### config.mk
export PLATFORM = sky130hd
export DESIGN_NAME = lpc_calib
export DESIGN_NICKNAME = d
export VERILOG_FILES = /design/src/common/lpc_pkg.sv /design/src/logic/lpc_calib.sv /design/src/logic/lpc_edge_div.sv
export SDC_FILE = /design/constraint.sdc
export NUM_CORES = 1
export LEC_CHECK = 0
export BUFFER_PORTS_ARGS = -buffer_cell sky130_fd_sc_hd__buf_2
export CORE_MARGIN = 2
export CORE_UTILIZATION = 45
export DETAILED_ROUTE_END_ITERATION = 8
export GPL_TIMING_DRIVEN = 0
export PLACE_DENSITY = 0.75
export SLEW_MARGIN = 10
export SYNTH_ARGS = -nofsm -noshare
export SYNTH_HDL_FRONTEND = slang
export SYNTH_SLANG_ARGS = --single-unit
### constraint.sdc
create_clock -name core_clk -period 5.4 [get_ports core_clk]
set_input_delay 0.54 -clock core_clk [delete_from_list [all_inputs] [get_ports core_clk]]
set_output_delay 0.54 -clock core_clk [all_outputs]
set_load 0.005 [all_outputs]
### src/common/lpc_pkg.sv
// Purpose: shared constants and types for the low power oscillator calibration block
// Assumes: 32-bit APB, byte addresses as printed
// Notes: counters are sampled from the oscillator inputs on core_clk
package lpc_pkg;

  localparam int ADDR_W = 32;
  localparam int DATA_W = 32;

  // register byte addresses
  localparam logic [31:0] OFF_LP_OSC_TRIM = 32'hffff042c;
  localparam logic [31:0] OFF_CALIB_CONTROL = 32'hffff0440;
  localparam logic [31:0] OFF_CALIB_STATUS = 32'hffff0444;
  localparam logic [31:0] OFF_REFERENCE_COUNT = 32'hffff0448;
  localparam logic [31:0] OFF_LP_OSC_COUNT = 32'hffff044c;
  localparam logic [31:0] OFF_IRQ_STATUS = 32'hffff0450;
  localparam logic [31:0] OFF_IRQ_MASK = 32'hffff0454;

  // calib_control fields
  localparam int CTRL_ENABLE_BIT = 0;
  localparam int CTRL_CLR_REF_BIT = 1;
  localparam int CTRL_CLR_LP_BIT = 2;
  localparam int CTRL_RESET_BIT = 3;
  localparam int CTRL_SRC_BIT = 4;

  // calib_status fields
  localparam int STA_BUSY_BIT = 0;
  localparam int STA_DONE_BIT = 1;

  // interrupt status / mask fields
  localparam int IRQ_W = 2;
  localparam int IRQ_DONE_BIT = 0;
  localparam int IRQ_ABORT_BIT = 1;

  localparam int TRIM_W = 4;
  localparam int REF_W = 9;
  localparam int LP_W = 10;

  localparam logic [TRIM_W-1:0] TRIM_RESET = 4'h8;
  localparam logic [REF_W-1:0] REF_TERMINAL = 9'h1ff;
  localparam logic [LP_W-1:0] LP_MAX = 10'h3ff;
  localparam logic [1:0] DIV4_LAST = 2'h3;

  typedef enum logic {
    LPC_IDLE,
    LPC_RUN
  } lpc_state_t;

endpackage

### src/logic/lpc_calib.sv
// Purpose: low power oscillator calibration counters, trim and APB registers
// Assumes: oscillator inputs are synchronous to core_clk and far slower than it
// Notes: one level interrupt for calibration done and abort events
// Functional notes
// - 9-bit reference counter counts precision oscillator or crystal edges.
// - 10-bit counter counts low power oscillator, direct or divided by four.
// - 4-bit trim in low bits; larger value slows the oscillator.
// - both counters stop when the reference counter reaches 0x1ff.
// - a run lasts about 4 ms precision-referenced, 16 ms crystal-referenced.
// - control bit 4 selects crystal (1) or precision oscillator (0).
// - control bit 3 resets both counters and disables calibration.
// - control bit 2 clears low power counter, bit 1 clears reference counter.
// - control bit 0 starts calibration; clearing it aborts a run.
// - status bit 1 set on completion, cleared by reading low power count.
// - status bit 0 reads one while calibration is running.
//
// Added by the designer: the APB register port.
`timescale 1ns/1ps
module lpc_calib
  import lpc_pkg::*;
(
  input wire logic core_clk,
  input wire logic resetn,
  input wire logic psel,
  input wire logic penable,
  input wire logic pwrite,
  input wire logic [ADDR_W-1:0] paddr,
  input wire logic [DATA_W-1:0] pwdata,
  output logic [DATA_W-1:0] prdata,
  output logic pready,
  output logic pslverr,
  input wire logic precOscClk,
  input wire logic xtalClk,
  input wire logic lpOscClk,
  output logic [TRIM_W-1:0] lpOscTrim,
  output logic calibIrq
);

  function automatic logic hit(input logic [ADDR_W-1:0] a, input logic [ADDR_W-1:0] off);
    hit = (a == off);
  endfunction

  function automatic logic known(input logic [ADDR_W-1:0] a);
    known = hit(a, OFF_LP_OSC_TRIM) | hit(a, OFF_CALIB_CONTROL) | hit(a, OFF_CALIB_STATUS) |
            hit(a, OFF_REFERENCE_COUNT) | hit(a, OFF_LP_OSC_COUNT) | hit(a, OFF_IRQ_STATUS) |
            hit(a, OFF_IRQ_MASK);
  endfunction

  lpc_state_t state_r;
  logic [TRIM_W-1:0] trim_r;
  logic ctrlEnable_r;
  logic ctrlReset_r;
  logic ctrlSrc_r;
  logic done_r;
  logic [REF_W-1:0] refCount_r;
  logic [LP_W-1:0] lpCount_r;
  logic [IRQ_W-1:0] irqStatus_r;
  logic [IRQ_W-1:0] irqMask_r;
  logic [DATA_W-1:0] prdata_r;

  logic setupPhase;
  logic accessDone;
  logic wrEn;
  logic rdEn;
  logic ctrlWr;
  logic start;
  logic refTick;
  logic lpTick;
  logic refSrcClk;
  logic finish;
  logic abort;
  logic clrRef;
  logic clrLp;

  // APB: read data captured in setup, so the access phase never waits
  assign setupPhase = psel & ~penable;
  assign accessDone = psel & penable;
  assign pready = 1'b1;
  assign pslverr = accessDone & ~known(paddr);
  assign prdata = prdata_r;
  assign wrEn = accessDone & pwrite & known(paddr);
  assign rdEn = accessDone & ~pwrite & known(paddr);
  assign ctrlWr = wrEn & hit(paddr, OFF_CALIB_CONTROL);

  always_ff @(posedge core_clk or negedge resetn) begin
    if (!resetn) begin
      prdata_r <= 32'h0;
    end else if (setupPhase & ~pwrite) begin
      prdata_r <= 32'h0;
      if (hit(paddr, OFF_LP_OSC_TRIM)) begin
        prdata_r[TRIM_W-1:0] <= trim_r;
      end
      if (hit(paddr, OFF_CALIB_CONTROL)) begin
        prdata_r[CTRL_ENABLE_BIT] <= ctrlEnable_r;
        prdata_r[CTRL_RESET_BIT] <= ctrlReset_r;
        prdata_r[CTRL_SRC_BIT] <= ctrlSrc_r;
      end
      if (hit(paddr, OFF_CALIB_STATUS)) begin
        prdata_r[STA_BUSY_BIT] <= (state_r == LPC_RUN);
        prdata_r[STA_DONE_BIT] <= done_r;
      end
      if (hit(paddr, OFF_REFERENCE_COUNT)) begin
        prdata_r[REF_W-1:0] <= refCount_r;
      end
      if (hit(paddr, OFF_LP_OSC_COUNT)) begin
        prdata_r[LP_W-1:0] <= lpCount_r;
      end
      if (hit(paddr, OFF_IRQ_STATUS)) begin
        prdata_r[IRQ_W-1:0] <= irqStatus_r;
      end
      if (hit(paddr, OFF_IRQ_MASK)) begin
        prdata_r[IRQ_W-1:0] <= irqMask_r;
      end
    end
  end

  // trim field, reserved upper bits not stored
  always_ff @(posedge core_clk or negedge resetn) begin
    if (!resetn) begin
      trim_r <= TRIM_RESET;
    end else if (wrEn & hit(paddr, OFF_LP_OSC_TRIM)) begin
      trim_r <= pwdata[TRIM_W-1:0];
    end
  end
  assign lpOscTrim = trim_r;

  always_ff @(posedge core_clk or negedge resetn) begin
    if (!resetn) begin
      ctrlReset_r <= 1'b0;
      ctrlSrc_r <= 1'b0;
    end else if (ctrlWr) begin
      ctrlReset_r <= pwdata[CTRL_RESET_BIT];
      ctrlSrc_r <= pwdata[CTRL_SRC_BIT];
    end
  end

  // enable; a software write outranks the hardware clear on completion
  always_ff @(posedge core_clk or negedge resetn) begin
    if (!resetn) begin
      ctrlEnable_r <= 1'b0;
    end else if (ctrlWr) begin
      ctrlEnable_r <= pwdata[CTRL_ENABLE_BIT];
    end else if (finish) begin
      ctrlEnable_r <= 1'b0;
    end
  end

  assign clrRef = ctrlWr & pwdata[CTRL_CLR_REF_BIT];
  assign clrLp = ctrlWr & pwdata[CTRL_CLR_LP_BIT];

  assign refSrcClk = ctrlSrc_r ? xtalClk : precOscClk;
  assign start = (state_r == LPC_IDLE) & ctrlEnable_r & ~ctrlReset_r;

  lpc_edge_div refEdge (
    .core_clk(core_clk),
    .resetn(resetn),
    .clkIn(refSrcClk),
    .divBy4(1'b0),
    .clr(start),
    .tick(refTick)
  );

  lpc_edge_div lpEdge (
    .core_clk(core_clk),
    .resetn(resetn),
    .clkIn(lpOscClk),
    .divBy4(ctrlSrc_r),
    .clr(start),
    .tick(lpTick)
  );

  // run length is 511 reference edges
  // terminal reference count ends the run
  assign finish = (state_r == LPC_RUN) & refTick & (refCount_r == REF_TERMINAL - 9'h1);
  // abort on enable cleared or reset set
  assign abort = (state_r == LPC_RUN) & (~ctrlEnable_r | ctrlReset_r);

  always_ff @(posedge core_clk or negedge resetn) begin
    if (!resetn) begin
      state_r <= LPC_IDLE;
    end else begin
      case (state_r)
        LPC_IDLE: begin
          if (start) begin
            state_r <= LPC_RUN;
          end
        end
        LPC_RUN: begin
          if (finish | abort) begin
            state_r <= LPC_IDLE;
          end
        end
        default: begin
          state_r <= LPC_IDLE;
        end
      endcase
    end
  end

  always_ff @(posedge core_clk or negedge resetn) begin
    if (!resetn) begin
      refCount_r <= '0;
    end else if (ctrlReset_r | clrRef | start) begin
      refCount_r <= '0;
    end else if ((state_r == LPC_RUN) & ~abort & refTick) begin
      refCount_r <= refCount_r + 9'h1;
    end
  end

  // low power oscillator counter, held at its top to avoid wrap
  always_ff @(posedge core_clk or negedge resetn) begin
    if (!resetn) begin
      lpCount_r <= '0;
    end else if (ctrlReset_r | clrLp | start) begin
      lpCount_r <= '0;
    end else if ((state_r == LPC_RUN) & ~abort & lpTick & (lpCount_r != LP_MAX)) begin
      lpCount_r <= lpCount_r + 10'h1;
    end
  end

  // done flag; completion wins over the read that clears it
  always_ff @(posedge core_clk or negedge resetn) begin
    if (!resetn) begin
      done_r <= 1'b0;
    end else if (finish) begin
      done_r <= 1'b1;
    end else if (rdEn & hit(paddr, OFF_LP_OSC_COUNT)) begin
      done_r <= 1'b0;
    end
  end

  // sticky events, write one to clear, set wins
  always_ff @(posedge core_clk or negedge resetn) begin
    if (!resetn) begin
      irqStatus_r <= '0;
    end else begin
      for (int i = 0; i < IRQ_W; i++) begin
        if ((i == IRQ_DONE_BIT && finish) || (i == IRQ_ABORT_BIT && abort)) begin
          irqStatus_r[i] <= 1'b1;
        end else if (wrEn & hit(paddr, OFF_IRQ_STATUS) & pwdata[i]) begin
          irqStatus_r[i] <= 1'b0;
        end
      end
    end
  end

  always_ff @(posedge core_clk or negedge resetn) begin
    if (!resetn) begin
      irqMask_r <= '0;
    end else if (wrEn & hit(paddr, OFF_IRQ_MASK)) begin
      irqMask_r <= pwdata[IRQ_W-1:0];
    end
  end

  assign calibIrq = |(irqStatus_r & irqMask_r);

endmodule // lpc_calib

### src/logic/lpc_edge_div.sv
// Purpose: rising edge detector with optional divide-by-four on a slow oscillator input
// Assumes: clkIn is much slower than core_clk and synchronous to it
// Notes: tick is a one-cycle pulse per counted edge
`timescale 1ns/1ps
module lpc_edge_div
  import lpc_pkg::*;
(
  input wire logic core_clk,
  input wire logic resetn,
  input wire logic clkIn,
  input wire logic divBy4,
  input wire logic clr,
  output logic tick
);

  logic prev_r;
  logic [1:0] divCnt_r;
  logic rise;

  assign rise = clkIn & ~prev_r;

  always_ff @(posedge core_clk or negedge resetn) begin
    if (!resetn) begin
      prev_r <= 1'b0;
    end else begin
      prev_r <= clkIn;
    end
  end

  always_ff @(posedge core_clk or negedge resetn) begin
    if (!resetn) begin
      divCnt_r <= 2'h0;
    end else if (clr) begin
      divCnt_r <= 2'h0;
    end else if (rise) begin
      divCnt_r <= divCnt_r + 2'h1;
    end
  end

  assign tick = rise & (~divBy4 | (divCnt_r == DIV4_LAST));

endmodule // lpc_edge_div

==> summary.md <==
| Metric | Value |
|---|---|
| Critical path class | `in -> out` |
| Post-synthesis sequential area ratio | `0.407` |
| Post-synth EDFFs | `0` |
| # diodes | `0` |
| VDD IR max | `123 uV` |
| Tot GR Track Use | `0.180` |
| Wire length per cell | `13.6 um` |
| Detailed Route Iter0 Violations | `264` |
| Area Overhead vs Synth | `20.2%` |
| Port Buf Inserts | `58` |
| WL final | `6140 um` |
| Gate Count Post-Synth | `288` |
| Worst-path clk slew | `0.09 ns` |
| Routed Antenna Nets | `0` |
| Clock root buffer | `clkbuf_8` |
| Leakage power figure | `1.69 nW` |
| Final Hold Viols | `0` |
| Syn Area/Cell | `9.83 um^2` |
| # IOs | `111` |
| Yosys top cell area share | `0.398` |
| Leading area contributor after synthesis | `dfrtp_1` |
| RSZ-0062 raised after global routing | `no` |
| CTS Hold Bufs | `0` |
| Worst slew margin | `0.321` |
| # Post-CTS Setup Buffers | `0` |
| DR pass1 iterations | `4` |
| Dominant cells by area after synthesis | `dfrtp_1 (40%), buf_4 (6.1%), nand2_1 (4.1%), nor2_1 (3.8%), mux2i_1 (3.2%)` |
| Placed cell count | `442` |
| Crit path DAT | `1.89 ns` |
| TritonCTS clock tree | `built` |
| Hold/Removal Path Class | `in -> reg` |
| Clock skew | `0.00608 ns` |
| First-pass GRT wire length | `10,300 um` |
| Non-filler cells in the finished layout | `450` |
| Initial antenna violation count | `0` |
| Vias per inst | `5.20` |
| Worst-case clock buffer depth | `2` |
| Die Width | `83.3 um` |
| Starting density of the core | `0.472` |
| Fmax | `412 MHz` |
| Critical Path Source Type | `input port` |
| Number of global-route vias before repair | `2,111` |
| Die height | `83.3 um` |
| DRC viols | `0` |
| Rows | `28` |
| DPL Wire Length | `4730 um` |
| Distinct cells, synth | `61` |
| Max Slew Vio Count | `0` |
| Fin crit share | `0.449` |
| CP max FO | `7` |
| Post-synthesis register bit count | `46` |
| Sequential Power Share | `0.519` |
| Largest net degree at the start of global routing | `47` |
| Num CTS Buffers | `5` |
| Vias | `2,338` |
| Comb pwr share | `0.112` |
| Placer Congestion | `0.860` |
| Nets | `450` |
| Post-cts gate resize count | `0` |
| CORE AREA | `0.00599 mm^2` |
| Mapped Area | `0.00283 mm^2` |
| Skew-Pair Late Insertion Delay | `0.30 ns` |
| Final setup vio count | `0` |
| Sw Ratio | `0.233` |
| Internal power | `530 uW` |
| Total chip power | `691 uW` |
| CTS HTree Levels | `2` |
| Clk pwr share | `0.369` |
| Share of cells above drive strength 1 | `0.315` |
| Status | `finished, final reports clean` |
| Req. time, crit path | `4.86 ns` |
| Synth Flop Type | `dfrtp_1` |
| Number of max-cap violations | `0` |
| Worst-Margin Slew | `1.02 ns` |
| NetSw | `161 uW` |
| Minimum clock period | `2.43 ns` |
| Most frequent cell after synthesis | `dfrtp_1` |
| TritonCTS sink count | `46` |
| Synth top cells by count | `dfrtp_1 (45), nand2_1 (31), nor2_1 (29), buf_4 (23)` |
| Global route overflow | `0` |
| CP Capture Type | `output pin` |
| Die area | `0.00694 mm^2` |
| Final Core Density | `0.568` |
| Ys Warns | `0` |
| Power Density | `203 mW/mm^2` |
| Async S/R FF share, synth | `1.00` |
| Sum Neg Setup Slack | `0 ns` |
| Worst hold slack | `0.352 ns` |
==> registers in the layout (all words and copies together), names as in the netlist <==
register and flops:
ctrlEnable_r 1, ctrlReset_r 1, ctrlSrc_r 1, done_r 1
irqMask_r 2, irqStatus_r 2, lpCount_r 10, lpEdge.divCnt_r 2
lpEdge.prev_r 1, lpOscTrim 4, prdata 10, refCount_r 9
refEdge.prev_r 1, state_r 1
==> critical path, cell delays in order <==
cell and delay, ns:
buf_2 0.09, or4_4 0.53, nor2_4 0.12, and3_2 0.18, clkbuf_2 0.18, a21oi_1 0.10, buf_2 0.13
==> cell usage in the layout (no fill, tap or decap), drive strengths merged, types with 3 or more instances in the layout <==
| cell | n |
|---|---|
| o21ai | 10 |
| nand2 | 31 |
| dfrtp | 45 |
| nor3 | 3 |
| clkbuf | 15 |
| nor2 | 30 |
| xnor2 | 10 |
| mux2i | 9 |
| o41ai | 4 |
| and3 | 3 |
| nand3 | 11 |
| nor3b | 3 |
| conb | 23 |
| buf | 85 |
| nand4 | 9 |
| o211ai | 4 |
| inv | 5 |
| mux2 | 10 |
| nor4b | 4 |
| a21oi | 4 |
| nor4 | 6 |
| ha | 4 |
| xor2 | 6 |
| or3 | 4 |
| nand4b | 3 |
==> layer usage <==
metal	global-route usage	routed length, um	vias to the layer above
li1	-	-	1157
met2	0.276	2810	79
met4	0.0507	99	0
met3	0.0437	398	10
met1	0.255	2820	1092
met5	0	0	-
==> area by class of cell <==
cell class / instances / area [um^2]
buffer: 36 / 236
clock buffer: 6 / 72.6
clock inverter: 2 / 37.5
fill: 529 / 2590
inverter: 5 / 18.8
multi-input combinational: 222 / 1500
sequential: 46 / 1150
tap: 75 / 93.8
timing repair buffer: 58 / 290
==> power by group through the flow <==
stage	Sequential, mW	Clock, mW	Combinational (mW)
after floorplan	0.364	0	0.0465
after global placement	0.364	0	0.0753
after detailed placement	0.365	0	0.0779
after CTS	0.358	0.261	0.0783
after global routing	0.360	0.276	0.0898
final	0.358	0.255	0.0777
==> per-stage QoR <==
stage | setup slack, ns | area, um^2
after global routing | 2.90 | 3400
after detailed placement | 2.98 | 3290
after floorplan | 3.23 | 2910
after CTS | 2.98 | 3400
final | 2.97 | 3400
after global placement | 2.99 | 3290
==> worst paths after layout <==
path                                            end                    start  slack (ns)  cells past startpoint
hold reg to reg               prdata[6]$_DFFE_PN0P_    prdata[6]$_DFFE_PN0P_        0.48                      2
min in group asynchronous   ctrlReset_r$_DFFE_PN0N_                   resetn        0.41                      1
max in group asynchronous  lpCount_r[3]$_DFFE_PN0P_                   resetn        4.36                      1
setup / recovery                            pslverr                 paddr[8]        2.97                      7
setup reg to reg           lpCount_r[7]$_DFFE_PN0P_  ctrlReset_r$_DFFE_PN0N_        3.48                      6
hold / removal              lpEdge.prev_r$_DFF_PN0_                 lpOscClk        0.35                      1
==> logic make-up after synthesis <==
group,synth area share
multiplexers,0.0796
AND/OR/NAND/NOR,0.250
flip-flops,0.407
adder cells (fa/ha/maj),0.0177
AO/OA/AOI/OAI,0.103
buffers and inverters,0.0902
XOR/XNOR,0.0495
other,0.00265
Note: power is estimated with default switching activity, not from simulation.
